--- src/verilog/bpsc_pkg.sv ---
// Constants, field positions and state types of the backup power switchover control.
// Assumes a single 250 MHz clock and a two-wire serial slave on the register side.
package bpsc_pkg;

   // Two-wire slave address (7 bits)
   localparam logic [6:0] BPSC_SLAVE_ADDR = 7'h68;

   // Register offsets
   localparam logic [4:0] BPSC_ADDR_OUT_CTRL = 5'h07;
   localparam logic [4:0] BPSC_ADDR_PWR_CTRL = 5'h08;
   localparam logic [4:0] BPSC_ADDR_PWR_STAT = 5'h0B;
   localparam logic [4:0] BPSC_ADDR_PAGE_LAST = 5'h07;
   localparam logic [4:0] BPSC_ADDR_ZERO = 5'h00;

   // Field positions
   localparam int BPSC_OUT_BIT = 7;
   localparam int BPSC_FSEL_BIT = 6;
   localparam int BPSC_ALME_BIT = 6;
   localparam int BPSC_LP_BIT = 5;
   localparam int BPSC_SEAL_BIT = 5;
   localparam int BPSC_BAT_BIT = 1;
   localparam int BPSC_PLOSS_BIT = 0;

   // Reset values
   localparam logic [7:0] BPSC_OUT_CTRL_RST = 8'h80;
   localparam logic [7:0] BPSC_PWR_CTRL_RST = 8'h00;
   localparam logic [7:0] BPSC_PWR_STAT_RST = 8'h03;

   // Timing
   localparam int BPSC_CLK_HZ = 250_000_000;
   localparam int BPSC_FOUT_HZ = 512;
   localparam int BPSC_FOUT_HALF_CYC = BPSC_CLK_HZ / (2 * BPSC_FOUT_HZ);
   localparam int BPSC_FOUT_CNT_W = 18;

   // Synchroniser width: scl, sda and four comparator flags
   localparam int BPSC_SYNC_W = 6;

   typedef enum logic [1:0] {PM_SEALED, PM_MAIN, PM_BACKUP} bpsc_pm_e;
   typedef enum logic [2:0] {BS_IDLE, BS_DEV, BS_PTR, BS_WR, BS_RD} bpsc_bus_e;

endpackage : bpsc_pkg

--- src/verilog/bpsc_sync.sv ---
// Two-flop synchroniser for a bundle of independent levels.
// Assumes each bit is a slow level; no bus coherency between bits.
`timescale 1ns/10ps
`default_nettype none
module bpsc_sync #(
   parameter int W = 2
) (
   // Clock and reset
   input wire logic i_mclk,
   input wire logic i_reset_n,
   // Levels
   input wire logic [W-1:0] i_async,
   output logic [W-1:0] o_sync
);
   genvar g;
   generate
      for (g = 0; g < W; g++) begin : g_bit
         logic meta_q;
         logic sync_q;
         always_ff @(posedge i_mclk or negedge i_reset_n) begin
            if (!i_reset_n) begin
               meta_q <= 1'b0;
               sync_q <= 1'b0;
            end else begin
               meta_q <= i_async[g];
               sync_q <= meta_q;
            end
         end
         assign o_sync[g] = sync_q;
      end
   endgenerate
endmodule : bpsc_sync
`default_nettype wire

--- src/verilog/bpsc_top.sv ---
// Supply switchover control with two-wire register slave and dual-function output pin.
// Assumes digitised supply comparators and bus pins; pins and flags synchronised here.
`timescale 1ns/10ps
`default_nettype none
module bpsc_top
   import bpsc_pkg::*;
#(
   parameter int FOUT_HALF = BPSC_FOUT_HALF_CYC
) (
   // Clock and reset
   input wire logic i_mclk,
   input wire logic i_reset_n,
   // Supply comparators
   input wire logic i_vdd_lt_bat_hys,
   input wire logic i_vdd_lt_trip,
   input wire logic i_vdd_gt_bat_hys,
   input wire logic i_vdd_gt_trip_hys,
   // Two-wire bus
   input wire logic i_scl,
   input wire logic i_sda,
   output logic o_sda_o,
   output logic o_sda_oe,
   // Output pin
   output logic o_fout_o,
   output logic o_fout_oe,
   // Supply control
   output logic o_backup_en,
   output logic o_on_main,
   output logic o_bus_rx_en,
   output logic o_trip_mon_en
);

   function automatic logic [4:0] next_ptr(input logic [4:0] p);
      next_ptr = (p == BPSC_ADDR_PAGE_LAST) ? BPSC_ADDR_ZERO : p + 5'h01;
   endfunction : next_ptr

   logic out_q, fsel_q, alme_q, lp_q, seal_q, bat_q, ploss_q;
   logic [5:0] trim_q;

   function automatic logic [7:0] rd_mux(input logic [4:0] a, input logic o, input logic f,
         input logic [5:0] t, input logic al, input logic l, input logic s, input logic b,
         input logic r);
      logic [7:0] v;
      v = 8'h00;
      case (a)
         BPSC_ADDR_OUT_CTRL: v = {o, f, t};
         BPSC_ADDR_PWR_CTRL: v = {1'b0, al, l, 5'h00};
         BPSC_ADDR_PWR_STAT: v = {2'b00, s, 3'b000, b, r};
         default: v = 8'h00;
      endcase
      rd_mux = v;
   endfunction : rd_mux

   // Input synchronisation
   logic [BPSC_SYNC_W-1:0] sync;
   bpsc_sync #(.W(BPSC_SYNC_W)) u_sync (
      .i_mclk(i_mclk),
      .i_reset_n(i_reset_n),
      .i_async({i_scl, i_sda, i_vdd_lt_bat_hys, i_vdd_lt_trip, i_vdd_gt_bat_hys,
                i_vdd_gt_trip_hys}),
      .o_sync(sync)
   );
   logic scl_s, sda_s, lt_bat, lt_trip, gt_bat, gt_trip;
   assign {scl_s, sda_s, lt_bat, lt_trip, gt_bat, gt_trip} = sync;

   // Bus slave state
   bpsc_bus_e bs_q, bs_d;
   logic scl_p_q, scl_p_d, sda_p_q, sda_p_d;
   logic [3:0] cnt_q, cnt_d;
   logic [7:0] sh_q, sh_d;
   logic ack_q, ack_d, rw_q, rw_d, sda_oe_q, sda_oe_d;
   logic [4:0] ptr_q, ptr_d;
   bpsc_pm_e pm_q, pm_d;
   logic scl_rise, scl_fall, bus_start, bus_stop, wr_stb;
   logic [7:0] rd_now;

   assign scl_rise = scl_s & ~scl_p_q;
   assign scl_fall = ~scl_s & scl_p_q;
   assign bus_start = scl_s & scl_p_q & sda_p_q & ~sda_s;
   assign bus_stop = scl_s & scl_p_q & ~sda_p_q & sda_s;
   assign wr_stb = (bs_q == BS_WR) & scl_fall & (cnt_q == 4'h8) & ~ack_q;
   assign rd_now = rd_mux(ptr_q, out_q, fsel_q, trim_q, alme_q, lp_q, seal_q, bat_q, ploss_q);

   always_comb begin
      bs_d = bs_q;
      scl_p_d = scl_s;
      sda_p_d = sda_s;
      cnt_d = cnt_q;
      sh_d = sh_q;
      ack_d = ack_q;
      rw_d = rw_q;
      sda_oe_d = sda_oe_q;
      ptr_d = ptr_q;
      if (pm_q != PM_MAIN) begin
         bs_d = BS_IDLE;
         sda_oe_d = 1'b0;
         cnt_d = 4'h0;
         ack_d = 1'b0;
      end else if (bus_start) begin
         bs_d = BS_DEV;
         cnt_d = 4'h0;
         ack_d = 1'b0;
         sda_oe_d = 1'b0;
      end else if (bus_stop) begin
         bs_d = BS_IDLE;
         sda_oe_d = 1'b0;
      end else if (bs_q == BS_RD) begin
         if (ack_q) begin
            if (scl_rise && sda_s) begin
               bs_d = BS_IDLE;
            end else if (scl_fall) begin
               sh_d = rd_now;
               sda_oe_d = ~rd_now[7];
               cnt_d = 4'h0;
               ack_d = 1'b0;
            end
         end else if (scl_rise) begin
            cnt_d = cnt_q + 4'h1;
         end else if (scl_fall) begin
            if (cnt_q == 4'h8) begin
               sda_oe_d = 1'b0;
               ack_d = 1'b1;
               ptr_d = next_ptr(ptr_q);
            end else begin
               sh_d = {sh_q[6:0], 1'b0};
               sda_oe_d = ~sh_q[6];
            end
         end
      end else if (bs_q != BS_IDLE) begin
         if (ack_q) begin
            if (scl_fall) begin
               sda_oe_d = 1'b0;
               ack_d = 1'b0;
               cnt_d = 4'h0;
               if (bs_q == BS_DEV && rw_q) begin
                  bs_d = BS_RD;
                  sh_d = rd_now;
                  sda_oe_d = ~rd_now[7];
               end else if (bs_q == BS_DEV) begin
                  bs_d = BS_PTR;
               end else begin
                  bs_d = BS_WR;
               end
            end
         end else if (scl_rise && cnt_q != 4'h8) begin
            sh_d = {sh_q[6:0], sda_s};
            cnt_d = cnt_q + 4'h1;
         end else if (scl_fall && cnt_q == 4'h8) begin
            ack_d = 1'b1;
            sda_oe_d = 1'b1;
            case (bs_q)
               BS_DEV: begin
                  rw_d = sh_q[0];
                  if (sh_q[7:1] != BPSC_SLAVE_ADDR) begin
                     bs_d = BS_IDLE;
                     ack_d = 1'b0;
                     sda_oe_d = 1'b0;
                  end
               end
               BS_PTR: ptr_d = sh_q[4:0];
               BS_WR: ptr_d = next_ptr(ptr_q);
               default: bs_d = BS_IDLE;
            endcase
         end
      end
   end

   always_ff @(posedge i_mclk or negedge i_reset_n) begin
      if (!i_reset_n) begin
         bs_q <= BS_IDLE;
         scl_p_q <= 1'b1;
         sda_p_q <= 1'b1;
         cnt_q <= 4'h0;
         sh_q <= 8'h00;
         ack_q <= 1'b0;
         rw_q <= 1'b0;
         sda_oe_q <= 1'b0;
         ptr_q <= BPSC_ADDR_ZERO;
      end else begin
         bs_q <= bs_d;
         scl_p_q <= scl_p_d;
         sda_p_q <= sda_p_d;
         cnt_q <= cnt_d;
         sh_q <= sh_d;
         ack_q <= ack_d;
         rw_q <= rw_d;
         sda_oe_q <= sda_oe_d;
         ptr_q <= ptr_d;
      end
   end

   // Registers and supply mode
   logic out_d, fsel_d, alme_d, lp_d, seal_d, bat_d, ploss_d;
   logic [5:0] trim_d;
   logic enter_bk, leave_bk, backup_en_d, on_main_d, rx_en_d, trip_mon_d;

   always_comb begin
      out_d = out_q;
      fsel_d = fsel_q;
      trim_d = trim_q;
      alme_d = alme_q;
      lp_d = lp_q;
      seal_d = seal_q;
      bat_d = bat_q;
      ploss_d = ploss_q;
      pm_d = pm_q;
      if (wr_stb) begin
         case (ptr_q)
            BPSC_ADDR_OUT_CTRL: begin
               out_d = sh_q[BPSC_OUT_BIT];
               fsel_d = sh_q[BPSC_FSEL_BIT];
               trim_d = sh_q[5:0];
            end
            BPSC_ADDR_PWR_CTRL: begin
               alme_d = sh_q[BPSC_ALME_BIT];
               lp_d = sh_q[BPSC_LP_BIT];
            end
            BPSC_ADDR_PWR_STAT: begin
               seal_d = seal_q | sh_q[BPSC_SEAL_BIT];
               bat_d = bat_q & sh_q[BPSC_BAT_BIT];
               ploss_d = ploss_q & sh_q[BPSC_PLOSS_BIT];
            end
            default: begin
            end
         endcase
      end
      enter_bk = lp_q ? lt_bat : (lt_bat & lt_trip);
      leave_bk = gt_bat | (~lp_q & gt_trip);
      case (pm_q)
         PM_MAIN: begin
            if (enter_bk) begin
               pm_d = seal_d ? PM_SEALED : PM_BACKUP;
            end
         end
         PM_BACKUP: begin
            bat_d = 1'b1;
            if (leave_bk) begin
               pm_d = PM_MAIN;
            end
         end
         PM_SEALED: begin
            if (leave_bk) begin
               pm_d = PM_MAIN;
               seal_d = 1'b0;
            end
         end
         default: pm_d = PM_SEALED;
      endcase
      backup_en_d = (pm_d == PM_BACKUP);
      on_main_d = (pm_d == PM_MAIN);
      rx_en_d = (pm_d == PM_MAIN);
      trip_mon_d = ~lp_d;
   end

   always_ff @(posedge i_mclk or negedge i_reset_n) begin
      if (!i_reset_n) begin
         out_q <= BPSC_OUT_CTRL_RST[BPSC_OUT_BIT];
         fsel_q <= BPSC_OUT_CTRL_RST[BPSC_FSEL_BIT];
         trim_q <= BPSC_OUT_CTRL_RST[5:0];
         alme_q <= BPSC_PWR_CTRL_RST[BPSC_ALME_BIT];
         lp_q <= BPSC_PWR_CTRL_RST[BPSC_LP_BIT];
         seal_q <= 1'b1;
         bat_q <= BPSC_PWR_STAT_RST[BPSC_BAT_BIT];
         ploss_q <= BPSC_PWR_STAT_RST[BPSC_PLOSS_BIT];
         pm_q <= PM_SEALED;
         o_backup_en <= 1'b0;
         o_on_main <= 1'b0;
         o_bus_rx_en <= 1'b0;
         o_trip_mon_en <= 1'b1;
      end else begin
         out_q <= out_d;
         fsel_q <= fsel_d;
         trim_q <= trim_d;
         alme_q <= alme_d;
         lp_q <= lp_d;
         seal_q <= seal_d;
         bat_q <= bat_d;
         ploss_q <= ploss_d;
         pm_q <= pm_d;
         o_backup_en <= backup_en_d;
         o_on_main <= on_main_d;
         o_bus_rx_en <= rx_en_d;
         o_trip_mon_en <= trip_mon_d;
      end
   end

   // Output pin: 512Hz square or logic level, runs in every supply mode
   logic [BPSC_FOUT_CNT_W-1:0] fc_q, fc_d;
   logic sq_q, sq_d, fout_oe_d;

   always_comb begin
      fc_d = fc_q + 18'h00001;
      sq_d = sq_q;
      if (fc_q == BPSC_FOUT_CNT_W'(FOUT_HALF - 1)) begin
         fc_d = 18'h00000;
         sq_d = ~sq_q;
      end
      fout_oe_d = fsel_q ? ~sq_q : ~out_q;
   end

   always_ff @(posedge i_mclk or negedge i_reset_n) begin
      if (!i_reset_n) begin
         fc_q <= 18'h00000;
         sq_q <= 1'b0;
         o_fout_oe <= 1'b0;
         o_fout_o <= 1'b0;
         o_sda_oe <= 1'b0;
         o_sda_o <= 1'b0;
      end else begin
         fc_q <= fc_d;
         sq_q <= sq_d;
         o_fout_oe <= fout_oe_d;
         o_fout_o <= 1'b0;
         o_sda_oe <= sda_oe_d;
         o_sda_o <= 1'b0;
      end
   end
endmodule : bpsc_top
`default_nettype wire

--- config.mk ---
export PLATFORM = sky130hd
export DESIGN_NAME = bpsc_top
export DESIGN_NICKNAME = d
export VERILOG_FILES = /design/src/verilog/bpsc_pkg.sv /design/src/verilog/bpsc_sync.sv /design/src/verilog/bpsc_top.sv
export SDC_FILE = /design/constraint.sdc
export NUM_CORES = 1
export LEC_CHECK = 0
export BUFFER_PORTS_ARGS = -buffer_cell sky130_fd_sc_hd__buf_2
export CORE_ASPECT_RATIO = 2
export CORE_MARGIN = 3
export CORE_UTILIZATION = 46
export CTS_CLUSTER_SIZE = 12
export DETAILED_ROUTE_END_ITERATION = 10
export SLEW_MARGIN = 20
export SYNTH_ARGS = -nofsm -noshare
export SYNTH_HDL_FRONTEND = slang
export SYNTH_SLANG_ARGS = --single-unit
--- constraint.sdc ---
create_clock -name i_mclk -period 5.8 [get_ports i_mclk]
set_input_delay 0 -clock i_mclk [delete_from_list [all_inputs] [get_ports i_mclk]]
set_output_delay 0 -clock i_mclk [all_outputs]
set_load 0.01 [all_outputs]
==> flow_metrics.py <==
metrics = {
    "global_route": {
        "antenna_found_initial": 0,
        "gr-usage-met2_pct": 36.01,
        "gr-usage-all-layers_pct": 19.37,
        "met3_usage_pct": 3.270,
        "top_usage_layer": "met2",
        "overflow": 0,
        "grt_first_pass_wirelength_um": 13940,
        "grt_pass1_vias": 2913,
        "grt_max_degree": 76,
        "grtUsageMet1_pct": 19.52,
    },
    "layout": {
        "layout_commonest_cell": "dfrtp_1",
        "insertedDiodeCount": 0,
        "final_nets": 385,
        "area_growth_pct": 14.31,
        "n_fill_cell": 693,
        "final_cell_mix": "dfrtp_1 (68), nor2_1 (31), o21ai_0 (26)",
        "drive_gt1_share_pct": 15.38,
    },
    "setup_path": {
        "r2r_cells": 5,
        "slowest_stage": "dfrtp_1",
        "max_stage_delay_ns": 0.62,
        "crit_type": "reg -> reg",
        "crit_required_ns": 6.02,
        "worst_ep_arrival_time_ns": 2.59,
        "cp-end-kind": "register",
        "r2r_slack_ns": 3.42,
        "start_kind": "register",
        "reg2reg_to": "sh_q[4]",
        "reg2reg_from": "bs_q[2]",
        "crit_family": "simple AND/OR/NAND/NOR gates",
        "path_buf_inv": 0,
        "crit_chain": "or3b_1 > xnor2_1 > a21oi_1 > nor3_4 > mux2_2",
        "cp_max_fo": 15,
    },
    "placement": {
        "port_buffers": 13,
        "place_congestion": 0.8189,
        "hpwlAfterDp_um": 5905,
    },
    "floorplanning": {
        "rows": 45,
        "fp.dieW_um": 69.25,
        "io_pins": 16,
        "die_area_um2": 9174,
        "start_util_pct": 47.70,
        "core-area_um2": 7714,
        "die_h_um": 132.5,
    },
    "route": {
        "wl_um": 8275,
        "ant_nets": 0,
        "drtIter0Drc": 201,
        "drt-vias-per-instance": 5.800,
        "wire_per_inst_um": 17.57,
        "vias": 2732,
        "first_pass_iters": 4,
        "drcViolationCount": 0,
    },
    "sta": {
        "finalSetupViolations": 0,
        "rsz0062_at_grt": "false",
        "fin_setup_tns_ns": 0,
        "fin_crit_ns": 2.378,
        "period_share_pct": 41.01,
        "hold_viol": 0,
        "timing.slew.headroom_pct": 34.94,
        "slew_viol_final": 0,
        "worstMarginPinSlew_ns": 0.9628,
        "clock.fmax_ghz": 0.4205,
        "clock_skew_ns": 0.009726,
    },
    "yosys": {
        "syn_inst": 354,
        "syn_area_per_cell_um2": 10.39,
        "synth_seq_area_share_pct": 51.24,
        "synth_async_sr_flop_share_pct": 100.0,
        "syn_area_um2": 3680,
        "yosys_warnings": 0,
        "synth_largest_area_cell": "dfrtp_1",
        "ys_types": 54,
        "synth.area.top_cells": "dfrtp_1 (46%), dfstp_2 (5.0%), mux2_2 (4.6%)",
        "ys_ff_latch": 75,
        "synth_top_area_share_pct": 46.24,
        "synth_edf_count": 0,
        "synthFlopType": "dfrtp_1",
    },
    "power": {
        "power.internal_uw": 1096,
        "ir_worst_vdd_mv": 0.1662,
        "seqPwrFrac_pct": 41.0,
        "leakage_uw": 0.001804,
        "p_per_area_nw_per_um2": 367.8,
        "pwr-share-clk_pct": 39.6,
        "p_sw_share_pct": 29.14,
        "p_sw_uw": 450.9,
        "p_comb_share_pct": 19.5,
        "p_total_uw": 1547,
    },
    "clock_tree": {
        "cts_sinks": 75,
        "cts_resized": 0,
        "cts_inserted_buffers": 9,
        "cts-root-buf": "clkbuf_16",
        "path_clk_slew_ns": 0.06,
        "htree_levels": 3,
        "postCtsSetupBuffers": 0,
        "clk_path_buf_depth": 2,
        "insertion_delay_ns": 0.34,
        "cts_tree": "done",
    },
    "worst_hold_path": {
        "holdCritPathClass": "in -> reg",
        "min_to": "u_sync.g_bit[4].meta_q",
        "min_from": "i_sda",
        "min_path_cells": 2,
    },
    "job": {
        "maxCapViolCount": 0,
    },
    "status": {
        "status": "completed",
    },
}
-- power groups by stage --
stage	registers (µW)	clock network (µW)	logic [µW]
after global placement	642	0	295
after floorplan	616	0	225
final	634	612	301
after detailed placement	643	0	299
after global routing	643	648	338
after CTS	633	623	305
-- synthesized netlist by cell type, types with 2 or more instances --
library cell / n
a211o_1: 2
a211oi_1: 4
a21o_1: 3
a21oi_1: 13
a221o_1: 2
a22oi_1: 3
a31o_2: 2
a31oi_1: 3
a32o_1: 4
and2_1: 3
and3_1: 5
buf_2: 3
buf_4: 3
clkbuf_1: 10
dfrtp_1: 68
dfstp_2: 7
ha_1: 5
inv_1: 13
mux2_2: 15
mux2i_1: 5
nand2_1: 21
nand2b_1: 6
nand3_1: 18
nand3b_1: 4
nand4_1: 4
nor2_1: 31
nor2b_1: 6
nor3_1: 8
nor3b_1: 5
nor4b_1: 2
nor4bb_1: 4
o21a_1: 5
o21ai_0: 26
o22ai_1: 3
o31a_1: 2
xnor2_1: 8
xor2_1: 11
-- layout make-up --
cell class | instances | area [µm²] | share of cell area, %
Sequential cell | 75 | 1886 | 44.82
Multi-Input combinational cell | 251 | 1674 | 39.80
Clock buffer | 11 | 242.7 | 5.770
Timing Repair Buffer | 22 | 152.6 | 3.629
Tap cell | 94 | 117.6 | 2.796
Clock inverter | 5 | 85.08 | 2.023
Inverter | 13 | 48.80 | 1.160
-- cells by family (layout without fill, tap and decap cells) --
family                     after synthesis  in the layout  synth area share (%)
and+or+nand+nor                        125            125                 18.53
AOI/OAI and AO/OA                       80             80                 14.59
DFF                                     75             75                 51.24
buffers and inverters                   29             51                 3.366
muxes                                   20             20                 5.950
xor gates and xnor gates                19             19                 4.522
adders and majority gates                5              5                 1.700
other                                    1              2                0.1019
-- through the flow --
| stage | utilization, % | hold slack [ns] | std cells | setup WS (ns) | instance area (µm²) |
|---|---|---|---|---|---|
| 4_1_cts | 54.53 | 0.2955 | 471 | 3.419 | 4207 |
| 5_1_grt | 54.53 | 0.2949 | 471 | 3.249 | 4207 |
| 3_5_place_dp | 49.38 | 0.1093 | 448 | 3.429 | 3809 |
| 2_1_floorplan | - | -0.2956 | 355 | 3.819 | 3684 |
| 3_3_place_gp | 49.38 | 0.1085 | 448 | 3.446 | 3809 |
| 6_report | 54.53 | 0.3007 | 471 | 3.422 | 4207 |
-- routing by layer --
metal / wire [µm] / vias to the layer above
li1: - / 1297
met1: 3053 / 1382
met2: 4766 / 33
met3: 133 / 20
met4: 321 / 0
met5: 0 / -
-- worst max path at each step --
stage | start | cells after the start | slack, ns | to
3_5_place_dp | bs_q[2] | 5 | 3.43 | sh_q[0]
5_1_grt | bs_q[2] | 5 | 3.25 | ptr_q[4]
2_1_floorplan | bs_q[1] | 6 | 3.82 | sh_q[0]
4_1_cts | bs_q[2] | 5 | 3.42 | sh_q[4]
3_3_place_gp | bs_q[2] | 5 | 3.45 | sh_q[7]
6_report | bs_q[2] | 5 | 3.42 | sh_q[4]
-- sequential cells by signal, indices dropped and copies added, names as in the netlist, 3 cells and up --
register             cells
bs_q                     3
u_sync.g_bit.meta_q      6
u_sync.g_bit.sync_q      6
sh_q                     8
ptr_q                    5
cnt_q                    4
fc_q                    18
trim_q                   6
-- what timing repair did --
action	in CTS	in global routing
endpoints found under the hold margin	74	0
hold buffers	7	0
endpoints found under the setup margin	0	0
No activity file was read; power rests on OpenSTA's default activity.
